## config.mk

```make
export PLATFORM = sky130hd
export DESIGN_NAME = hds_status
export DESIGN_NICKNAME = d
export VERILOG_FILES = /design/src/core/hds_pkg.sv /design/src/core/hds_status.sv
export SDC_FILE = /design/constraint.sdc
export NUM_CORES = 1
export LEC_CHECK = 0
export BUFFER_PORTS_ARGS = -buffer_cell sky130_fd_sc_hd__buf_2
export CAP_MARGIN = 25
export CORE_AREA = 10 10 51 69
export DETAILED_ROUTE_END_ITERATION = 10
export DIE_AREA = 0 0 61 79
export PLACE_DENSITY = 0.73
export SKIP_LAST_GASP = 1
export SLEW_MARGIN = 20
export SYNTH_ARGS = -nofsm -noshare
export SYNTH_HDL_FRONTEND = slang
export SYNTH_SLANG_ARGS = --single-unit
```

## constraint.sdc

```tcl
create_clock -name sys_clk -period 1 [get_ports sys_clk]
set_input_delay 0.1 -clock sys_clk [delete_from_list [all_inputs] [get_ports sys_clk]]
set_output_delay 0.1 -clock sys_clk [all_outputs]
set_load 0.01 [all_outputs]
```

## src/core/hds_pkg.sv

```systemverilog
// shared constants for the host disk status register
package hds_pkg;
	// bit positions inside host_disk_state
	localparam int unsigned HDS_BIT_ERROR = 0;
	localparam int unsigned HDS_BIT_INDEX = 1;
	localparam int unsigned HDS_BIT_CORRECTED_DATA_FLAG = 2;
	localparam int unsigned HDS_BIT_XFER = 3;
	localparam int unsigned HDS_BIT_SEEK = 4;
	localparam int unsigned HDS_BIT_FAULT = 5;
	localparam int unsigned HDS_BIT_READY = 6;
	localparam int unsigned HDS_BIT_BUSY = 7;
	// register width
	localparam int unsigned HDS_WIDTH = 8;
	// reset values of the held flags
	localparam logic HDS_RST_BUSY = 1'b1;
	localparam logic HDS_RST_XFER = 1'b0;
	localparam logic HDS_RST_ERROR = 1'b0;
	localparam logic HDS_RST_CORRECTED_DATA_FLAG = 1'b0;
	localparam logic HDS_RST_INT = 1'b0;
	localparam logic [7:0] HDS_RST_STATE = 8'h80;
	// pin synchroniser depth and pin count
	localparam int unsigned HDS_SYNC_DEPTH = 3;
	localparam int unsigned HDS_NUM_PINS = 5;
	// pin slots in the synchroniser vector
	localparam int unsigned HDS_PIN_INDEX = 0;
	localparam int unsigned HDS_PIN_READY = 1;
	localparam int unsigned HDS_PIN_FAULT = 2;
	localparam int unsigned HDS_PIN_SEEK = 3;
	localparam int unsigned HDS_PIN_HRST = 4;
	// reset level of synchronised pins
	localparam logic [4:0] HDS_RST_PINS = 5'h00;
endpackage : hds_pkg

```

## src/core/hds_status.sv

```systemverilog
`timescale 1ns/1ps
// Summary of operation
// host may read status at any time
// host ignores other bits while busy
// status read clears pending host interrupt
// bit 0 flags error of last command
// bit 1 index, only while ready
// bit 2 flags corrected ecc data
// bit 3 set while data is to move
// occupied when transfer request or busy
// transfer request opens all host registers
// bit 4 mirrors drive seek complete
// bit 5 mirrors drive write fault
// bit 6 mirrors drive ready
// bit 7 set while command executes
// host limited to four registers while busy
// chip reset or host reset sets busy
// fixed-disk reset bit or command sets busy
// host reads error code only when idle
// microcontroller inputs set and clear flags
module hds_status
	import hds_pkg::*;
(
	// clock and chip reset
	input wire logic sys_clk,
	input wire logic sys_rst,
	// drive pins of the selected drive and host bus reset, asynchronous
	input wire logic drv_index,
	input wire logic drv_ready,
	input wire logic drv_write_fault,
	input wire logic drv_seek_done,
	input wire logic host_bus_reset,
	// host bus decode, same clock
	input wire logic host_status_rd,
	input wire logic host_cmd_wr,
	input wire logic host_fd_reset_bit,
	// microcontroller side, same clock
	input wire logic mc_busy_clr,
	input wire logic mc_xfer_set,
	input wire logic mc_xfer_clr,
	input wire logic mc_err_set,
	input wire logic mc_err_clr,
	input wire logic mc_corrected_data_flag_set,
	input wire logic mc_corrected_data_flag_clr,
	input wire logic mc_host_int_set,
	// status toward the host
	output logic [hds_pkg::HDS_WIDTH-1:0] host_disk_state,
	output logic host_int_pending,
	output logic ctrl_occupied,
	output logic host_regs_open
);
	import hds_pkg::*;

	// raw pin vector and its synchroniser stages
	logic [HDS_NUM_PINS-1:0] pin_raw;
	logic [HDS_NUM_PINS-1:0] pin_s1;
	logic [HDS_NUM_PINS-1:0] pin_s2;
	logic [HDS_NUM_PINS-1:0] pin_s3;
	logic [HDS_NUM_PINS-1:0] pin_val; // accepted pin levels
	logic [HDS_NUM_PINS-1:0] next_pin_val;

	// held flags
	logic busy;
	logic xfer_req;
	logic err_flag;
	logic corrected_data_flag;
	logic next_busy;
	logic next_xfer_req;
	logic next_err_flag;
	logic next_corrected_data_flag;
	logic next_host_int_pending;
	logic [HDS_WIDTH-1:0] next_host_disk_state;

	assign pin_raw[HDS_PIN_INDEX] = drv_index;
	assign pin_raw[HDS_PIN_READY] = drv_ready;
	assign pin_raw[HDS_PIN_FAULT] = drv_write_fault;
	assign pin_raw[HDS_PIN_SEEK] = drv_seek_done;
	assign pin_raw[HDS_PIN_HRST] = host_bus_reset;

	// three flops per pin; stage one feeds only stage two
	genvar gi;
	generate
		for (gi = 0; gi < HDS_NUM_PINS; gi++) begin : g_sync
			always_ff @(posedge sys_clk or posedge sys_rst) begin
				if (sys_rst) begin
					pin_s1[gi] <= 1'b0;
					pin_s2[gi] <= 1'b0;
					pin_s3[gi] <= 1'b0;
				end else begin
					pin_s1[gi] <= pin_raw[gi];
					pin_s2[gi] <= pin_s1[gi];
					pin_s3[gi] <= pin_s2[gi];
				end
			end
			// a change counts once stages two and three agree
			always_comb begin
				next_pin_val[gi] = (pin_s2[gi] == pin_s3[gi]) ? pin_s3[gi] : pin_val[gi];
			end
		end
	endgenerate

	// accepted pin levels
	always_ff @(posedge sys_clk or posedge sys_rst) begin
		if (sys_rst) begin
			pin_val <= HDS_RST_PINS;
		end else begin
			pin_val <= next_pin_val;
		end
	end

	// next values of the held flags; every set wins over a clear
	always_comb begin
		next_busy = busy;
		next_xfer_req = xfer_req;
		next_err_flag = err_flag;
		next_corrected_data_flag = corrected_data_flag;
		next_host_int_pending = host_int_pending;
		// busy cleared by the microcontroller when a command ends
		if (mc_busy_clr) begin
			next_busy = 1'b0;
		end
		// host reset, fixed-disk reset or new command start busy
		if (pin_val[HDS_PIN_HRST] || host_fd_reset_bit || host_cmd_wr) begin
			next_busy = 1'b1;
		end
		// transfer request held while data is to move
		if (mc_xfer_clr) begin
			next_xfer_req = 1'b0;
		end
		if (mc_xfer_set) begin
			next_xfer_req = 1'b1;
		end
		// error of last command or diagnostics
		if (mc_err_clr) begin
			next_err_flag = 1'b0;
		end
		if (mc_err_set) begin
			next_err_flag = 1'b1;
		end
		// corrected ecc data on previous read
		if (mc_corrected_data_flag_clr) begin
			next_corrected_data_flag = 1'b0;
		end
		if (mc_corrected_data_flag_set) begin
			next_corrected_data_flag = 1'b1;
		end
		// a status read drops the pending interrupt unless a set arrives in the same cycle
		if (host_status_rd) begin
			next_host_int_pending = 1'b0;
		end
		if (mc_host_int_set) begin
			next_host_int_pending = 1'b1;
		end
	end

	// status word assembled from flags and accepted pin levels
	always_comb begin
		next_host_disk_state = '0;
		next_host_disk_state[HDS_BIT_BUSY] = next_busy;
		next_host_disk_state[HDS_BIT_READY] = next_pin_val[HDS_PIN_READY];
		next_host_disk_state[HDS_BIT_FAULT] = next_pin_val[HDS_PIN_FAULT];
		next_host_disk_state[HDS_BIT_SEEK] = next_pin_val[HDS_PIN_SEEK];
		next_host_disk_state[HDS_BIT_XFER] = next_xfer_req;
		next_host_disk_state[HDS_BIT_CORRECTED_DATA_FLAG] = next_corrected_data_flag;
		// index masked by ready
		next_host_disk_state[HDS_BIT_INDEX] =
			next_pin_val[HDS_PIN_INDEX] & next_pin_val[HDS_PIN_READY];
		next_host_disk_state[HDS_BIT_ERROR] = next_err_flag;
	end

	// flag and status registers; reset starts busy
	always_ff @(posedge sys_clk or posedge sys_rst) begin
		if (sys_rst) begin
			busy <= HDS_RST_BUSY;
			xfer_req <= HDS_RST_XFER;
			err_flag <= HDS_RST_ERROR;
			corrected_data_flag <= HDS_RST_CORRECTED_DATA_FLAG;
			host_int_pending <= HDS_RST_INT;
			host_disk_state <= HDS_RST_STATE;
		end else begin
			busy <= next_busy;
			xfer_req <= next_xfer_req;
			err_flag <= next_err_flag;
			corrected_data_flag <= next_corrected_data_flag;
			host_int_pending <= next_host_int_pending;
			host_disk_state <= next_host_disk_state;
		end
	end

	// occupied and register-gate indications for the host decode
	assign ctrl_occupied = busy | xfer_req;
	assign host_regs_open = ~busy | xfer_req;
endmodule : hds_status

```

# Word level (Yosys, flattened, before mapping)
# Index checks and enable logic that the tools add are counted.
# classes
n_eq_ne,5
mux,14
bitwise_logic,4
reduce_logical,3
# op_table
operator,n
1-bit two-way mux,14
1-bit == test,5
1-bit logical OR,2
1-bit OR,2
2-bit nonzero test,1
1-bit bitwise AND,1
1-bit inverter,1
# totals
ff_bits,33
inputBits,18
output_inout_bits,11
wordCells,49

# Depth between registers and ports, before layout
# depth
ltp_word,3
depth_mapped,2
ltp_nobuf,2

# Worst setup path after synthesis
# Ideal clock, no wire load.
# synth_timing
path_kind,flip-flop to flip-flop
startpoint,register pin_s2[3]
endpoint,register host_disk_state[4] (netlist name)
setup_ns,0.125
arrival_time_ns,0.939
required_time_ns,0.875
setup_slack_ns,-0.064
stages_incl_launch_ff,3
path_buffers,0
synth_period_minus_slack_ns,1.064
path_cell_list,dfrtp_1 -> ha_1 -> mux2_2
# synth_via
elab_chain_cells,2
# synth_lines
item,line_no,rtl
start: declaration,hds_status.sv:57,logic [HDS_NUM_PINS-1:0] pin_s2;
start signal: indexed assignment,hds_status.sv:91,pin_s2[gi] <= pin_s1[gi];
1-bit == test,hds_status.sv:97,next_pin_val[gi] = (pin_s2[gi] == pin_s3[gi]) ? pin_s3[gi] : pin_val[gi];
1-bit two-way mux,hds_status.sv:97,
end signal: assignment,hds_status.sv:186,host_disk_state <= next_host_disk_state;
end: declaration,hds_status.sv:47,"output logic [hds_pkg::HDS_WIDTH-1:0] host_disk_state,"
# No other way between the ends.
# A chain may end at the register's enable or synchronous reset.

# Final worst setup path
# layout_timing
startpoint,register busy
endpoint,output port ctrl_occupied
# layout_via
elab_chain_cells,1
# layout_lines
item,line_no,rtl
start: declaration,hds_status.sv:63,logic busy;
start signal: assignment,hds_status.sv:181,busy <= next_busy;
1-bit OR,hds_status.sv:191,assign ctrl_occupied = busy | xfer_req;
end: declaration,hds_status.sv:49,"output logic ctrl_occupied,"
# No other way between the ends.

==> metrics.md <==
| Metric | Value |
|---|---|
| Reg-to-reg endpoint | host_disk_state[4]$_DFFE_PP0N_ |
| Post-synth top flop | dfrtp_1 |
| Share of cells above drive strength 1 | 0.4490 |
| Hold Startpoint | mc_corrected_data_flag_clr |
| Cell taking the most area after synthesis | dfrtp_1 |
| Placed Cells | 100 |
| Slowest stage delay, CP | 570 ps |
| Drt wl/cell | 13.00 um |
| Peak supply drop | 0.8192 mV |
| Multiplexer area fraction after synthesis | 0.02594 |
| Crit path capture type | primary output |
| Clock Path Buffers | 2 |
| Critical Path Start Type | flop |
| Final worst slack | -200.8 ps |
| Total gr overflow | 0 |
| Die height | 79 um |
| Synth top area share | 0.7205 |
| Sw Pwr | 0.4157 mW |
| Combinational power share | 0.127 |
| Clk_lat worst skew | 320 ps |
| Antenna viol nets, final | 0 |
| Final setup viols | 5 |
| Fin crit period | 1201 ps |
| Clk sinks | 26 |
| # rows | 21 |
| Final HPWL DP | 1087 um |
| Slew HR | 0.8986 |
| Register-to-register setup slack | -100 ps |
| Clock slew at reported path FFs | 120 ps |
| Finished Layout Cells | 121 |
| Critical-path cell list | or2_4, buf_6 |
| Synth top area cells | dfrtp_1, buf_4, a21o_1 |
| Global-route wire length before repair | 2601 um |
| Simple-Gate Fraction of Synth Area | 0.03026 |
| Adder-cell share of the synthesized area | 0.06628 |
| Worst Path Arrival | 1100 ps |
| Sequential cell area fraction in the yosys report | 0.7507 |
| DR iter-0 viols | 2 |
| Final wirelength | 1573 um |
| Worst R2R Path Depth | 2 |
| Hold crit path type | in -> reg |
| Highest Clock Rate | 832.8 MHz |
| Cell area after layout | 1217 um2 |
| CTS tree | done |
| Gr usage total | 0.07060 |
| Critical Path RT | 900 ps |
| ANT cells | 0 |
| Layout fillers | 198 |
| Die W | 61 um |
| Max-Cap Viols | 0 |
| CTS Buf Count | 3 |
| Syn. warnings | 0 |
| Pre-Repair DR Iteration Count | 2 |
| Hold Fails Final Rpt | 0 |
| Fin Hold WS | 34.35 ps |
| Routability cong. | 0.5945 |
| Worst hold endpoint | host_disk_state[2]$_DFF_PP0_ |
| Initial antenna violation count | 0 |
| Main combinational cell family by area after synthesis | buffers and inverters |
| Crit-path slowest cell | dfstp_2 |
| Status | complete, but fails checks |
| FF-to-FF Start | pin_s2[3]$_DFF_PP0_ |
| Pwr dens | 1570 nW/um2 |
| Htree depth | 1 |
| Async S/R FF share, synth | 1.000 |
| Num ports | 29 |
| Syn-to-layout area delta | 40.20% |
| Tcrit/Tclk final | 1.201 |
| Critical path class | reg -> out |
| Failing checks | negative setup slack |
| Internal power | 1.496 mW |
| CTS root buffer | clkbuf_4 |
| Post-DP Area | 1012 um2 |
| Pins Over Slew Limit | 0 |
| Clk network pwr share | 0.269 |
| Starting Density | 0.3755 |
| Post-Syn Area | 868.3 um2 |
| PortBufs | 28 |
| Largest net degree at the start of global routing | 27 |
| Die area | 4819 um2 |
| Nets in the synthesized netlist | 75 |
| Worst Clk Skew | 3.712 ps |
| Post-Synthesis Cells | 55 |
| DR vias | 527 |
| Xor/xnor share of the synthesized area | 0 |
| Nets | 119 |
| Vias per cell | 4.355 |
| RSZ-0062 raised after global routing | true |
| Sequential power share | 0.603 |
| LEAKAGE | 0.6264 nW |
| Vias in the first global route | 596 |
| Register bit total from synthesis | 26 |
| Sw Ratio | 0.2175 |
| Setup TNS | -706.3 ps |
| Synth unique cells | 14 |
| Worst-path fanout max | 4 |
| Worst-Margin Slew | 151.0 ps |
| Synth Area per Inst | 15.79 um2 |
| Synth cell count leaders | dfrtp_1, buf_4, inv_1 |
| Synth Area in Compound Gates | 0.04035 |
| Top-count cell post-synth | dfrtp_1 |
| Post-synth EDFFs | 0 |
| Hold depth | 3 |
| DRC | 0 |
| Core ar. | 2312 um2 |
-- how the worst max path moves through the flow --
stage | endpoint | cells past startpoint | from | slack, ps
floorplan | host_disk_state[4]$_DFFE_PP0N_ | 2 | pin_s3[3]$_DFF_PP0_ | -50
global placement | host_disk_state[5]$_DFFE_PP0N_ | 2 | pin_s3[2]$_DFF_PP0_ | -60
detailed placement | host_disk_state[4]$_DFFE_PP0N_ | 2 | pin_s3[3]$_DFF_PP0_ | -90
CTS | ctrl_occupied | 2 | busy$_DFF_PP1_ | -220
global route | ctrl_occupied | 2 | busy$_DFF_PP1_ | -260
finish | ctrl_occupied | 2 | busy$_DFF_PP1_ | -200
-- power by group through the flow --
stage	clock network [mW]	logic, mW	registers, mW
6_report	0.515	0.243	1.15
5_1_grt	0.579	0.268	1.16
4_1_cts	0.541	0.226	1.16
3_5_place_dp	0	0.187	1.18
3_3_place_gp	0	0.179	1.17
2_1_floorplan	0	0.125	1.17
-- routing by layer --
layer,global-route usage,vias to the layer above,routed length [um]
met5,0,-,0
met4,0.05286,0,26
met3,0.02548,4,119
met2,0.1084,20,836
met1,0.07574,250,590
li1,-,253,-
-- state kept, by name (all words and copies together), names as in the netlist --
| signal | flops |
|---|---|
| host_disk_state | 7 |
| pin_val | 2 |
| pin_s2 | 5 |
| pin_s3 | 5 |
| host_int_pending | 1 |
| pin_s1 | 5 |
| busy | 1 |
-- worst max-delay path: cells and delay by family (launching register included) --
family | cells | cell delay [ps]
flip-flops | 1 | 570
buffers and inverters | 1 | 90
AND/OR/NAND/NOR | 1 | 120
-- cells by family after synthesis --
family | Yosys count
flip-flops | 26
buffers and inverters | 13
AO/OA/AOI/OAI | 5
adder cells (fa/ha/maj) | 5
AND/OR/NAND/NOR | 4
multiplexers | 2
-- what timing repair did --
action,CTS,global route
pin swaps,1,1
endpoints found under the hold margin,36,0
setup buffers,0,4
setup endpoints to repair,6,12
hold buffers,13,0
resized for setup,2,0
-- final cells by class --
class,instances,area (um2),share of cell area
well taps,23,28.78,0.02364
clock buffers,4,36.28,0.02980
repair buffers,46,326.6,0.2682
multi-input cells,16,151.4,0.1244
inverters,6,22.52,0.01850
flip-flops and latches,26,651.9,0.5355
-- cells in the final DEF, fill, tap and decap left out, drive strengths merged, types with 2 or more instances in the layout --
master	netlist	layout
clkbuf	0	4
inv	6	6
buf	7	33
mux2	2	2
maj3	3	3
dfrtp	25	25
ha	2	2
a21o	4	4
dlygate4sd3	0	13
-- per-stage QoR --
step	setup WS [ps]	util	power [mW]
after floorplan	-50.46	-	1.295
after global placement	-56.79	0.4378	1.349
after detailed placement	-86.96	0.4378	1.362
after CTS	-224.0	0.5135	1.922
after global routing	-257.7	0.5265	2.010
final	-200.8	0.5265	1.911
No activity file was read; power rests on OpenSTA's default activity.
